[src/pkg/asbla_pkg.sv]
package asbla_pkg;
   localparam int unsigned clock_period_ps = 10000;
   localparam int unsigned power_up_us = 100;
   localparam int unsigned power_up_cycles = (power_up_us * 1000000 + clock_period_ps - 1)
      / clock_period_ps;
   localparam int unsigned read_access_ns = 10;
   localparam int unsigned strobe_to_float_delay_ns = 5;
   localparam int unsigned data_setup_before_strobe_end_ns = 5;
   localparam int unsigned strobe_width_ns = 7;
   localparam int unsigned float_to_turn_ns = 5;
   localparam int unsigned read_cycles = (read_access_ns * 1000 + clock_period_ps - 1)
      / clock_period_ps + 1;
   localparam int unsigned float_cycles = (strobe_to_float_delay_ns * 1000 + clock_period_ps - 1)
      / clock_period_ps;
   localparam int unsigned setup_cycles =
      (data_setup_before_strobe_end_ns * 1000 + clock_period_ps - 1) / clock_period_ps;
   localparam int unsigned strobe_cycles = (strobe_width_ns * 1000 + clock_period_ps - 1)
      / clock_period_ps;
   localparam int unsigned turn_cycles = (float_to_turn_ns * 1000 + clock_period_ps - 1)
      / clock_period_ps;
   localparam int unsigned addr_width = 18;
   localparam int unsigned data_width = 16;
   localparam int unsigned lane_width = 8;
   localparam int unsigned count_width = 14;
   typedef enum logic [2:0]
   {
      asbla_wait_t_power = 3'b000,
      asbla_idle = 3'b001,
      asbla_read = 3'b011,
      asbla_write_float = 3'b010,
      asbla_write_data = 3'b110,
      asbla_recover = 3'b111
   } asbla_state_t;
endpackage

[src/logic/asbla_controller.sv]
`timescale 1ns/1ps
module asbla_controller #(
   parameter int unsigned power_up_count = asbla_pkg::power_up_cycles,
   parameter int unsigned read_count = asbla_pkg::read_cycles
) (
   // Clock, reset and enable.
   input wire logic clock,
   input wire logic reset_n,
   input wire logic clock_enable,
   // User request side.
   input wire logic req_valid,
   output logic req_ready,
   input wire logic req_write,
   input wire logic [asbla_pkg::addr_width-1:0] req_addr,
   input wire logic [asbla_pkg::data_width-1:0] req_wdata,
   input wire logic [1:0] req_lane_n,
   output logic rsp_valid,
   output logic [asbla_pkg::data_width-1:0] rsp_rdata,
   output logic power_ready,
   // Memory pins.
   output logic [asbla_pkg::addr_width-1:0] mem_addr,
   output logic chip_select_n,
   output logic output_gate_n,
   output logic write_strobe_n,
   output logic low_byte_lane_n,
   output logic high_byte_lane_n,
   input wire logic [asbla_pkg::data_width-1:0] mem_data_in,
   output logic [asbla_pkg::data_width-1:0] mem_data_out,
   output logic mem_data_oe
);
   localparam int unsigned cw = asbla_pkg::count_width;
   logic sync_a;
   logic rst_n;
   asbla_pkg::asbla_state_t state;
   asbla_pkg::asbla_state_t next_state;
   logic load;
   logic [cw-1:0] load_value;
   logic done;
   logic accept;

   // The reset release is synchronised so all state leaves reset on the same edge.
   always_ff @(posedge clock or negedge reset_n)
   begin
      if (!reset_n)
      begin
         sync_a <= 1'b0;
         rst_n <= 1'b0;
      end
      else
      begin
         sync_a <= 1'b1;
         rst_n <= sync_a;
      end
   end

   asbla_timer #(.width(cw)) timer (
      .clock(clock),
      .rst_n(rst_n),
      .clock_enable(clock_enable),
      .load(load),
      .load_value(load_value),
      .done(done)
   );

   assign accept = (state == asbla_pkg::asbla_idle) && req_valid;
   assign req_ready = (state == asbla_pkg::asbla_idle);

   always_comb
   begin
      next_state = state;
      load = 1'b0;
      load_value = '0;
      unique case (state)
         asbla_pkg::asbla_wait_t_power:
            if (power_ready)
               next_state = asbla_pkg::asbla_idle;
         asbla_pkg::asbla_idle:
            if (req_valid)
            begin
               load = 1'b1;
               if (req_write)
               begin
                  // Output gate stays low, so the bus is left to float first.
                  next_state = asbla_pkg::asbla_write_float;
                  load_value = cw'(asbla_pkg::float_cycles - 1);
               end
               else
               begin
                  next_state = asbla_pkg::asbla_read;
                  load_value = cw'(read_count - 1);
               end
            end
         asbla_pkg::asbla_read:
            if (done)
            begin
               next_state = asbla_pkg::asbla_recover;
               load = 1'b1;
               load_value = cw'(asbla_pkg::turn_cycles - 1);
            end
         asbla_pkg::asbla_write_float:
            if (done)
            begin
               next_state = asbla_pkg::asbla_write_data;
               load = 1'b1;
               load_value = cw'(asbla_pkg::strobe_cycles - 1);
            end
         asbla_pkg::asbla_write_data:
            if (done)
            begin
               next_state = asbla_pkg::asbla_recover;
               load = 1'b1;
               load_value = cw'(asbla_pkg::turn_cycles - 1);
            end
         asbla_pkg::asbla_recover:
            if (done)
               next_state = asbla_pkg::asbla_idle;
         default:
            next_state = asbla_pkg::asbla_idle;
      endcase
      if (state == asbla_pkg::asbla_wait_t_power && !done)
         load_value = '0;
   end

   always_ff @(posedge clock or negedge rst_n)
   begin
      if (!rst_n)
         state <= asbla_pkg::asbla_wait_t_power;
      else if (clock_enable)
         state <= next_state;
   end

   // The power-up wait uses a separate counter since it runs before any timer load.
   logic [cw+1:0] power_count;
   always_ff @(posedge clock or negedge rst_n)
   begin
      if (!rst_n)
         power_count <= '0;
      else if (clock_enable && power_count != (cw+2)'(power_up_count))
         power_count <= power_count + 1'b1;
   end
   assign power_ready = (power_count == (cw+2)'(power_up_count));

   // Pin and latch registers; select and lanes are held across the whole access, the strobe until its data phase ends.
   always_ff @(posedge clock or negedge rst_n)
   begin
      if (!rst_n)
      begin
         mem_addr <= '0;
         chip_select_n <= 1'b1;
         output_gate_n <= 1'b1;
         write_strobe_n <= 1'b1;
         low_byte_lane_n <= 1'b1;
         high_byte_lane_n <= 1'b1;
         mem_data_out <= '0;
         mem_data_oe <= 1'b0;
      end
      else if (clock_enable)
      begin
         if (accept && power_ready)
         begin
            // Address, select, lanes, gate and strobe all change together on this one edge.
            mem_addr <= req_addr;
            chip_select_n <= 1'b0;
            low_byte_lane_n <= req_lane_n[0];
            high_byte_lane_n <= req_lane_n[1];
            output_gate_n <= 1'b0;
            // A write with both lanes off would store nothing, so strobe and drive are skipped.
            write_strobe_n <= !req_write || (&req_lane_n);
            mem_data_out <= req_wdata;
         end
         else if (state == asbla_pkg::asbla_write_float && done)
            mem_data_oe <= !write_strobe_n;
         else if ((state == asbla_pkg::asbla_write_data || state == asbla_pkg::asbla_read)
            && done)
         begin
            // Strobe, output gate and data drive end together; select and lanes follow a cycle later.
            write_strobe_n <= 1'b1;
            output_gate_n <= 1'b1;
            mem_data_oe <= 1'b0;
         end
         else if (state == asbla_pkg::asbla_recover)
         begin
            chip_select_n <= 1'b1;
            low_byte_lane_n <= 1'b1;
            high_byte_lane_n <= 1'b1;
         end
      end
   end

   always_ff @(posedge clock or negedge rst_n)
   begin
      if (!rst_n)
      begin
         rsp_valid <= 1'b0;
         rsp_rdata <= '0;
      end
      else if (clock_enable)
      begin
         rsp_valid <= 1'b0;
         if (state == asbla_pkg::asbla_read && done)
         begin
            rsp_valid <= 1'b1;
            // Lanes not enabled float, so they read back as zero.
            rsp_rdata[asbla_pkg::lane_width-1:0] <= low_byte_lane_n ? '0
               : mem_data_in[asbla_pkg::lane_width-1:0];
            rsp_rdata[asbla_pkg::data_width-1:asbla_pkg::lane_width] <= high_byte_lane_n ? '0
               : mem_data_in[asbla_pkg::data_width-1:asbla_pkg::lane_width];
         end
      end
   end
endmodule

[src/logic/asbla_timer.sv]
`timescale 1ns/1ps
module asbla_timer #(
   parameter int unsigned width = 14
) (
   // Clock and reset.
   input wire logic clock,
   input wire logic rst_n,
   input wire logic clock_enable,
   // Control.
   input wire logic load,
   input wire logic [width-1:0] load_value,
   output logic done
);
   logic [width-1:0] count;

   always_ff @(posedge clock or negedge rst_n)
   begin
      if (!rst_n)
         count <= '0;
      else if (clock_enable)
      begin
         if (load)
            count <= load_value;
         else if (count != '0)
            count <= count - 1'b1;
      end
   end

   // Done must not look at load, since the caller decides load from done.
   assign done = (count == '0);
endmodule

[config.mk]
export PLATFORM = sky130hd
export DESIGN_NAME = asbla_controller
export DESIGN_NICKNAME = d
export VERILOG_FILES = /design/src/pkg/asbla_pkg.sv /design/src/logic/asbla_controller.sv /design/src/logic/asbla_timer.sv
export SDC_FILE = /design/constraint.sdc
export NUM_CORES = 1
export LEC_CHECK = 0
export ABC_AREA = 1
export ABC_CLOCK_PERIOD_IN_PS = 6000
export BUFFER_PORTS_ARGS = -buffer_cell sky130_fd_sc_hd__buf_4
export CAP_MARGIN = 20
export CORE_MARGIN = 1
export CORE_UTILIZATION = 40
export CTS_CLUSTER_DIAMETER = 150
export CTS_CLUSTER_SIZE = 16
export DETAILED_ROUTE_END_ITERATION = 7
export SETUP_SLACK_MARGIN = 0.3
export SLEW_MARGIN = 0
export SYNTH_ARGS = -nofsm -noshare
export SYNTH_HDL_FRONTEND = slang
export SYNTH_HIERARCHICAL = 1
export SYNTH_SLANG_ARGS = --single-unit
[constraint.sdc]
create_clock -name clock -period 6 [get_ports clock]
set_input_delay 0.3 -clock clock [delete_from_list [all_inputs] [get_ports clock]]
set_output_delay 0.3 -clock clock [all_outputs]
set_load 0.02 [all_outputs]
==> impl_metrics.yaml, run 1 <==
logic_synthesis:
  avgSynthCellArea_sq_um: 7.51
  synthFlopType: "dfrtp_1"
  synth-edff-count: 0
  synth_top_area_cell: "dfrtp_1"
  synth_common_cells: "278 x nand2_1, 87 x dfrtp_1, 45 x nor2_1"
  synth_top_area_share_pct: 46.3
  ys_warn_count: 6
  yosysMostFrequentCell: "nand2_1"
  synth_cell_types: 34
  async_flop_share_pct: 100
  netlist_top_cells_area: "dfrtp_1 46%, nand2_1 22%, nor2_1 3.6%, nand3_1 3.5%, o21ai_1 3.1%"
  netlist_instances: 627
  synth_seq_cells: 92
  ys_seq_area_share_pct: 49.1
  syn_area_sq_um: 4710
finish:
  antenna_cells: 0
  fin_cells: 899
  multiInputGateArea_sq_um: 2140
  fillers: 1099
  layout-drive-gt1-share_pct: 23.5
  seq_area_sq_um: 2310
  area_growth_pct: 29.1
  nets: 812
detailed_routing:
  drt-wirelength-per-cell_um: 12.5
  routed_wl_mm: 11.2
  drt_iter0_drc: 229
  vias: 4286
  ant_nets: 0
  viasPerCell: 4.77
  firstDrtPassIters: 5
  drcViolationCount: 0
outcome:
  status: "complete, no violations"
sta:
  final-hold-violation-count: 0
  fmax_ghz: 0.316
  tns_ns: 0
  worst_pin_slew_ns: 0.681
  whs_ns: 0.147
  fin_crit_sh_pct: 52.7
  setup_viol: 0
  finalMaxSlewViolations: 0
  relSlewSlack_pct: 54.6
  skew_ns: 0.00879
  period_minus_slack_ns: 3.16
  grt_setup_unrepaired: "no"
critical_path:
  worstSetupEndpointType: "flop"
  worstPathRequired_ns: 6.22
  reg2reg_from: "timer/count[0]$_DFFE_PN0P_"
  crit_arrival_ns: 3.38
  rr_endpoint: "timer/count[1]$_DFFE_PN0P_"
  cp-start-kind: "flop"
  crit_fanout: 19
  crit_type: "flop to flop"
  cp-startpoint: "timer/count[0]$_DFFE_PN0P_"
  ff2ff_setup_slack_ns: 2.84
  reg2reg_depth: 13
clock_network:
  cts-root-buf: "clkbuf_16"
  h-tree-depth: 3
  cts.sinks: 92
  cts.reportedPaths.clkPinSlew_ns: 0.07
  cts_buffers: 9
  tritoncts: "yes"
  cts_resized: 0
  insertion_delay_ns: 0.34
  clockBufferDepth: 2
hold_path:
  holdPathEnd: "mem_addr[11]$_DFFE_PN0P_"
  hp-class: "primary input to flop"
  worst_hold_startpoint: "req_addr[11]"
  whs_path_depth: 3
job:
  cap_violations: 0
die:
  io_pins: 116
  die_width_um: 110
  start_util_pct: 41.2
  core_area_sq_um: 11400
  die_h_um: 110
  die_area_sq_um: 12200
  std_cell_rows: 39
power_and_ir_drop:
  total_power_uw: 2140
  power_density_nw_per_um2: 352
  ir_drop_mv: 0.165
  p_leak_uw: 0.00322
global_routing:
  overflow: 0
  grt_max_degree: 48
  track_usage_pct: 19.4
  grt_pass1_vias: 4023
  grt_pass1_wl_mm: 19.3
  antenna_found_initial: 0
placement:
  globalplace.congestion: 0.898
  dp.cells: 883
  dp_hpwl_mm: 8.18
  port_buffers: 115
cell families after synthesis:
| kind of cell | count (synthesis) | share of synthesized area, % |
|---|---|---|
| other cells | 2 | 0.160 |
| xor+xnor | 9 | 1.68 |
| fa+ha+maj | 3 | 0.798 |
| flops | 92 | 49.1 |
| buf+inv | 68 | 6.41 |
| simple gates | 400 | 36.1 |
| compound gates | 53 | 5.82 |
state kept, by name (all words and copies together), names as in the netlist:
register          cells
chip_select_n         1
high_byte_lane_n      1
low_byte_lane_n       1
mem_addr             18
mem_data_oe           1
mem_data_out         16
output_gate_n         1
power_count          16
rsp_rdata            16
rsp_valid             1
rst_n                 1
state                 3
sync_a                1
timer/count          14
write_strobe_n        1
what timing repair did:
| action | CTS | global route |
|---|---|---|
| hold buffers | 1 | 0 |
| endpoints found under the hold margin | 2 | 0 |
| setup buffers | 0 | 0 |
final cells by class:
| class | instances | area share, % |
|---|---|---|
| Inverter | 51 | 3.23 |
| Sequential cell | 92 | 38.1 |
| Clock buffer | 11 | 4.00 |
| Tap cell | 143 | 2.95 |
| Clock inverter | 4 | 1.63 |
| Timing Repair Buffer | 119 | 14.9 |
| Multi-Input combinational cell | 479 | 35.2 |
worst max path at each step:
stage / depth (start not counted) / end
2_1_floorplan: 0 / mem_addr[0]$_DFFE_PN0P_
3_3_place_gp: 13 / timer/count[1]$_DFFE_PN0P_
3_5_place_dp: 13 / timer/count[2]$_DFFE_PN0P_
4_1_cts: 13 / timer/count[2]$_DFFE_PN0P_
5_1_grt: 14 / timer/count[7]$_DFFE_PN0P_
6_report: 13 / timer/count[1]$_DFFE_PN0P_
cell usage in the layout, fill, tap and decap left out, drive strengths merged, types with 4 or more instances in the layout:
cell type  count
clkbuf        11
buf          118
nor2          50
nor3           5
nand4         10
o21ai         48
inv           48
dfrtp         87
dfstp          5
nand3         38
xor2           6
nand2        293
clkinv         4
conb          14
layer usage:
| metal | routed length (um) | track usage (%) | up-vias |
|---|---|---|---|
| met2 | 5090 | 31.1 | 119 |
| met1 | 5400 | 26.7 | 1954 |
| met4 | 193 | 6.93 | 0 |
| met5 | 0 | 0 | - |
| met3 | 519 | 3.07 | 13 |
| li1 | - | - | 2200 |
metrics by stage:
step                      setup WS [ns]  area [sq um]  utilization (%)
after floorplan                    3.26          4750                -
after global placement             3.02          5710             50.0
after detailed placement           2.83          5720             50.1
after CTS                          2.81          6070             53.2
after global routing               2.44          6070             53.2
final                              2.84          6070             53.2
power breakdown:
part	internal (uW)	switching, uW
combinational	241	400
clock	417	229
sequential	735	118
critical path, stage by stage, from the launching register on:
cell     delay (ns)
dfrtp_1        0.38
inv_1          0.13
ha_1           0.22
nand2_1        0.11
nor2_4         0.18
nand3_1        0.11
nor2_1         0.35
nand3_1        0.18
nand2_1        0.43
inv_1          0.37
nand3_2        0.20
nand2_4        0.12
inv_6          0.16
o21ai_0        0.09
Power figures use the tool's default switching activity.
==> inputs of run 2 (changes only) <==
--- a/config.mk
+++ b/config.mk
@@ -6,7 +6,7 @@
 export NUM_CORES = 1
 export LEC_CHECK = 0
 export ABC_AREA = 1
-export ABC_CLOCK_PERIOD_IN_PS = 6000
+export ABC_CLOCK_PERIOD_IN_PS = 3000
 export BUFFER_PORTS_ARGS = -buffer_cell sky130_fd_sc_hd__buf_4
 export CAP_MARGIN = 20
 export CORE_MARGIN = 1
==> constraint.sdc (replaced) <==
create_clock -name clock -period 3 [get_ports clock]
set_input_delay 0.15 -clock clock [delete_from_list [all_inputs] [get_ports clock]]
set_output_delay 0.15 -clock clock [all_outputs]
set_load 0.02 [all_outputs]
==> run 2 against run 1 <==
Net effect: critical path depth up 1; register-to-register slack got worse by 2.3 ns; non-clock buffer count rose by 36; sequential cell count stayed put; clock-buffer cell count is 1 lower; combinational power is 110% higher; worst hold slack got worse by 0.13 ns; sequential share of layout area down 1.9 points; critical path type unchanged; largest power group unchanged.
==> impl_metrics.yaml, run 2 (same netlist as run 1, synthesis figures left out) <==
outcome:
  status: "complete, no violations"
power_and_ir_drop:
  ir_drop_mv: 0.352
  switchingPower_uw: 1530
  power_density_nw_per_um2: 658
  switching_share_pct: 36.3
  p_leak_uw: 0.00336
  intPower_uw: 2680
  pwr-share-clk_pct: 27.7
  comb_power_share_pct: 31.8
  p_seq_share_pct: 40.6
  total_power_uw: 4210
finish:
  layout.cells.most_common: "nand2_1"
  multiInputGateArea_sq_um: 2140
  layout-drive-gt1-share_pct: 23.6
  antenna_cells: 0
  largest-register: "mem_addr"
  nets: 848
  fillers: 1091
  final_cell_mix: "277 x nand2_1, 122 x buf_4, 86 x dfrtp_1"
  largest_register_ffs: 18
  area_growth_pct: 36.0
  seq_area_sq_um: 2310
critical_path:
  crit_type: "flop to flop"
  cp-start-kind: "flop"
  worstPathRequired_ns: 3.23
  ff2ff_setup_slack_ns: 0.52
  crit_arrival_ns: 2.71
  crit_fanout: 9
  worstSetupEndpointType: "flop"
detailed_routing:
  drt-wirelength-per-cell_um: 12.5
  vias: 4416
  drcViolationCount: 0
  firstDrtPassIters: 4
  drt_iter0_drc: 202
  ant_nets: 0
  viasPerCell: 4.72
  routed_wl_mm: 11.7
global_routing:
  grt_pass1_wl_mm: 20.1
  grt_max_degree: 53
  antenna_found_initial: 0
  grt_pass1_vias: 4294
  track_usage_pct: 20.0
  overflow: 0
clock_network:
  cts-root-buf: "clkbuf_16"
  cts_buffers: 9
  tritoncts: "yes"
  cts.reportedPaths.clkPinSlew_ns: 0.07
  insertion_delay_ns: 0.34
  h-tree-depth: 3
  cts.sinks: 92
  clockBufferDepth: 2
sta:
  skew_ns: 0.00806
  tns_ns: 0
  finalMaxSlewViolations: 0
  fmax_ghz: 0.403
  period_minus_slack_ns: 2.48
  relSlewSlack_pct: 51.9
  fin_crit_sh_pct: 82.7
  final-hold-violation-count: 0
  setup_viol: 0
  grt_setup_unrepaired: "no"
  worst_pin_slew_ns: 0.722
die:
  die_area_sq_um: 12200
  std_cell_rows: 39
  die_width_um: 110
  start_util_pct: 41.2
  die_h_um: 110
  core_area_sq_um: 11400
  io_pins: 116
placement:
  dp_hpwl_mm: 8.07
  globalplace.congestion: 0.858
  port_buffers: 115
job:
  cap_violations: 0
hold_path:
  hp-class: "primary input to flop"
run 2: path summary, 6_finish.rpt:
kind                                                to                        from  depth (start not counted)
max                         timer/count[6]$_DFFE_PN0P_  timer/count[0]$_DFFE_PN0P_                         14
max reg2reg                 timer/count[6]$_DFFE_PN0P_  timer/count[0]$_DFFE_PN0P_                         14
min in group asynchronous              rst_n$_DFF_PN0_                     reset_n                          2
min reg2reg                            rst_n$_DFF_PN0_            sync_a$_DFF_PN0_                          0
max in group asynchronous  low_byte_lane_n$_DFFE_PN1P_             rst_n$_DFF_PN0_                          1
min                            mem_addr[0]$_DFFE_PN0P_                 req_addr[0]                          3
run 2: layout make-up:
type / instances / area share (%)
sequential: 92 / 36.1
multi-input combinational: 479 / 33.5
timing repair buffer: 155 / 19.6
clock buffer: 10 / 3.73
inverter: 51 / 3.13
tap: 143 / 2.80
clock inverter: 6 / 1.09
run 2: through the flow:
step	area (sq um)	utilization (%)	hold WS [ns]	worst slack, ns	std cells
3_3_place_gp	5740	50.3	-0.0672	0.643	885
3_5_place_dp	5740	50.3	-0.0656	0.564	885
2_1_floorplan	4750	-	-0.146	0.749	639
4_1_cts	6370	55.8	0.000606	0.548	933
5_1_grt	6400	56.0	0.0127	0.282	936
6_report	6400	56.0	0.0155	0.519	936
run 2: per-layer routing:
layer	vias to the layer above	wire, um	track usage, %
met2	92	5610	32.8
met1	2032	5430	25.7
met4	0	231	8.00
met5	-	0	0
met3	19	422	4.39
li1	2273	-	-
run 2: repair_timing:
item	in CTS	in global routing
resized for setup	0	2
hold endpoints to repair	33	0
buffers inserted	0	3
hold buffers	32	0
endpoints found under the setup margin	0	11
run 2: worst max-delay path, cell delays in order (launching register included):
cell	delay, ns
dfrtp_1	0.38
inv_1	0.13
ha_1	0.21
nand2_1	0.11
nor2_4	0.17
nand3_1	0.11
nor2_1	0.10
buf_4	0.15
nand3_1	0.14
nand2_2	0.14
clkinvlp_4	0.14
buf_4	0.19
or2_2	0.28
nand3_2	0.07
nand2_1	0.05
run 2: power by group through the flow:
stage          registers (uW)  logic, uW  clock network [uW]
2_1_floorplan            1740        863                   0
3_3_place_gp             1720       1250                   0
3_5_place_dp             1730       1270                   0
4_1_cts                  1710       1310                1200
5_1_grt                  1750       1520                1250
6_report                 1710       1340                1160
==> inputs of run 3 (changes only) <==
--- a/config.mk
+++ b/config.mk
@@ -6,7 +6,7 @@
 export NUM_CORES = 1
 export LEC_CHECK = 0
 export ABC_AREA = 1
-export ABC_CLOCK_PERIOD_IN_PS = 3000
+export ABC_CLOCK_PERIOD_IN_PS = 2400
 export BUFFER_PORTS_ARGS = -buffer_cell sky130_fd_sc_hd__buf_4
 export CAP_MARGIN = 20
 export CORE_MARGIN = 1
==> constraint.sdc (replaced) <==
create_clock -name clock -period 2.4 [get_ports clock]
set_input_delay 0.12 -clock clock [delete_from_list [all_inputs] [get_ports clock]]
set_output_delay 0.12 -clock clock [all_outputs]
set_load 0.02 [all_outputs]
==> run 3 against run 2 <==
Net effect: maximum frequency up 23%; highest routed layer unchanged; critical endpoint unchanged; combinational power up 40%; routed wire length up 4.3%; die area unchanged; final cell count up 1.9%.
==> impl_metrics.yaml, run 3 (same netlist as run 1, synthesis figures left out) <==
global_routing:
  grt_pass1_vias: 4440
  grt_max_degree: 35
  top_usage_layer: "met2"
  use_met1_pct: 28.1
  overflow: 0
  grt_pass1_wl_mm: 20.9
  met2_usage_pct: 33.6
  track_usage_pct: 21.1
  grt_use_met3_pct: 3.24
  antenna_found_initial: 0
placement:
  port_buffers: 115
  pre_cts_ws_ns: 0.111
  globalplace.congestion: 0.842
  dp_hpwl_mm: 8.19
clock_network:
  cts.reportedPaths.clkPinSlew_ns: 0.07
  cts-root-buf: "clkbuf_16"
  cts.sinks: 92
  tritoncts: "yes"
  cts_buffers: 9
  clockBufferDepth: 2
  h-tree-depth: 3
  insertion_delay_ns: 0.34
critical_path:
  worstSetupEndpointType: "flop"
  slowest_delay_ns: 0.42
  cp-start-kind: "flop"
  path_depth: 13
  timing.critical_path.max_delay_family: "simple AND/OR/NAND/NOR gates"
  crit_arrival_ns: 2.26
  crit_fanout: 7
  worst-path-buf-inv: 2
  worstPathRequired_ns: 2.64
  crit_chain: "nor2_1 > nand2_4 > nor2_4 > nand3_4 > nor2_4 > nand3_2 > nand2_2 > clkinvlp_4 > nand3_4 > buf_6 > nand2_4 > nand2_1 > nand2_1"
  critPathSlowestCell: "dfrtp_1"
  reg2reg_depth: 13
  crit_type: "flop to flop"
detailed_routing:
  vias: 4495
  drt_iter0_drc: 202
  routed_wl_mm: 12.2
  drt-wirelength-per-cell_um: 12.8
  viasPerCell: 4.71
  ant_nets: 0
  firstDrtPassIters: 4
  drcViolationCount: 0
finish:
  layout.cells.most_common: "nand2_1"
  multiInputGateArea_sq_um: 2240
  final_cell_mix: "274 x nand2_1, 131 x buf_4, 86 x dfrtp_1"
  final_core_utilization_pct: 58.3
  seq_area_sq_um: 2310
  antenna_cells: 0
  layout-drive-gt1-share_pct: 26.4
  area_growth_pct: 41.6
  nets: 866
  largest_register_ffs: 18
  largest-register: "mem_addr"
  fillers: 1069
sta:
  fmax_ghz: 0.496
  setup_viol: 0
  final-hold-violation-count: 0
  tns_ns: 0
  period_minus_slack_ns: 2.02
  skew_ns: 0.00951
  grt_setup_unrepaired: "yes"
  finalMaxSlewViolations: 0
  fin_crit_sh_pct: 84.1
  whs_ns: 0.0342
  setup_slack_ns: 0.382
power_and_ir_drop:
  power_density_nw_per_um2: 822
  ir_drop_mv: 0.438
  p_leak_uw: 0.00346
outcome:
  status: "complete, no violations"
die:
  core_area_sq_um: 11400
  io_pins: 116
  die_width_um: 110
  std_cell_rows: 39
  start_util_pct: 41.2
  die_area_sq_um: 12200
  die_h_um: 110
hold_path:
  hp-class: "primary input to flop"
  whs_path_depth: 3
job:
  cap_violations: 0
-- run 3: cell count changes in the layout (fill, tap and decap cells not counted), moves of 3 or more --
| cell | change |
|---|---|
| o21ai_0 | -5 |
| dlygate4sd3_1 | +3 |
| nand2_1 | -3 |
| nor2_1 | -3 |
| buf_4 | +9 |
| o21ai_1 | +3 |
-- run 3: path summary, 6_finish.rpt --
path / from / endpoint / slack, ns
max: timer/count[3]$_DFFE_PN0P_ / timer/count[6]$_DFFE_PN0P_ / 0.38
min: mem_data_in[0] / rsp_rdata[0]$_DFFE_PN0P_ / 0.03
max reg2reg: timer/count[3]$_DFFE_PN0P_ / timer/count[6]$_DFFE_PN0P_ / 0.38
min reg2reg: rst_n$_DFF_PN0_ / timer/count[6]$_DFFE_PN0P_ / 0.27
max in group asynchronous: rst_n$_DFF_PN0_ / high_byte_lane_n$_DFFE_PN1P_ / 1.45
min in group asynchronous: reset_n / rst_n$_DFF_PN0_ / 0.10
-- run 3: timing repair --
action / CTS / global route
gates cloned: 1 / 2
setup endpoints to repair: 14 / 14
buffers inserted: 4 / 6
hold buffers: 35 / 0
pin swaps: 2 / 7
resized for setup: 8 / 23
endpoints found under the hold margin: 36 / 0
-- run 3: power breakdown --
part	internal (uW)	leakage, uW	total [uW]	switching (uW)
clock	840	0.000146	1440	600
combinational	769	0.00211	1880	1110
sequential	1840	0.00121	2160	317
total	3450	0.00346	5470	2030
-- run 3: routing by layer --
| layer | share of wire (%) | vias to the layer above | wire length (um) |
|---|---|---|---|
| met4 | 2.8 | 0 | 343 |
| met1 | 46 | 2065 | 5650 |
| met2 | 47 | 100 | 5760 |
| met3 | 3.6 | 21 | 444 |
| li1 | - | 2309 | - |
| met5 | 0 | - | 0 |
-- run 3: worst min-delay path, cell delays in order --
cell	delay (ns)
buf_4	0.11
nand2_1	0.05
o21ai_1	0.06
-- run 3: per-stage QoR --
step                power, uW  instance area (sq um)  instances
global route             5880                   6660        954
global placement         3750                   5800        890
floorplan                3260                   4760        639
detailed placement       3790                   5800        890
finish                   5470                   6660        954
CTS                      5360                   6530        946
-- run 3: cell type report --
class / count / share of cell area (%)
Sequential cell: 92 / 34.7
Multi-Input combinational cell: 480 / 33.6
Timing Repair Buffer: 170 / 21.0
Clock buffer: 11 / 3.64
Inverter: 51 / 3.12
Tap cell: 143 / 2.69
Clock inverter: 5 / 0.902
Timing Repair inverter: 2 / 0.376
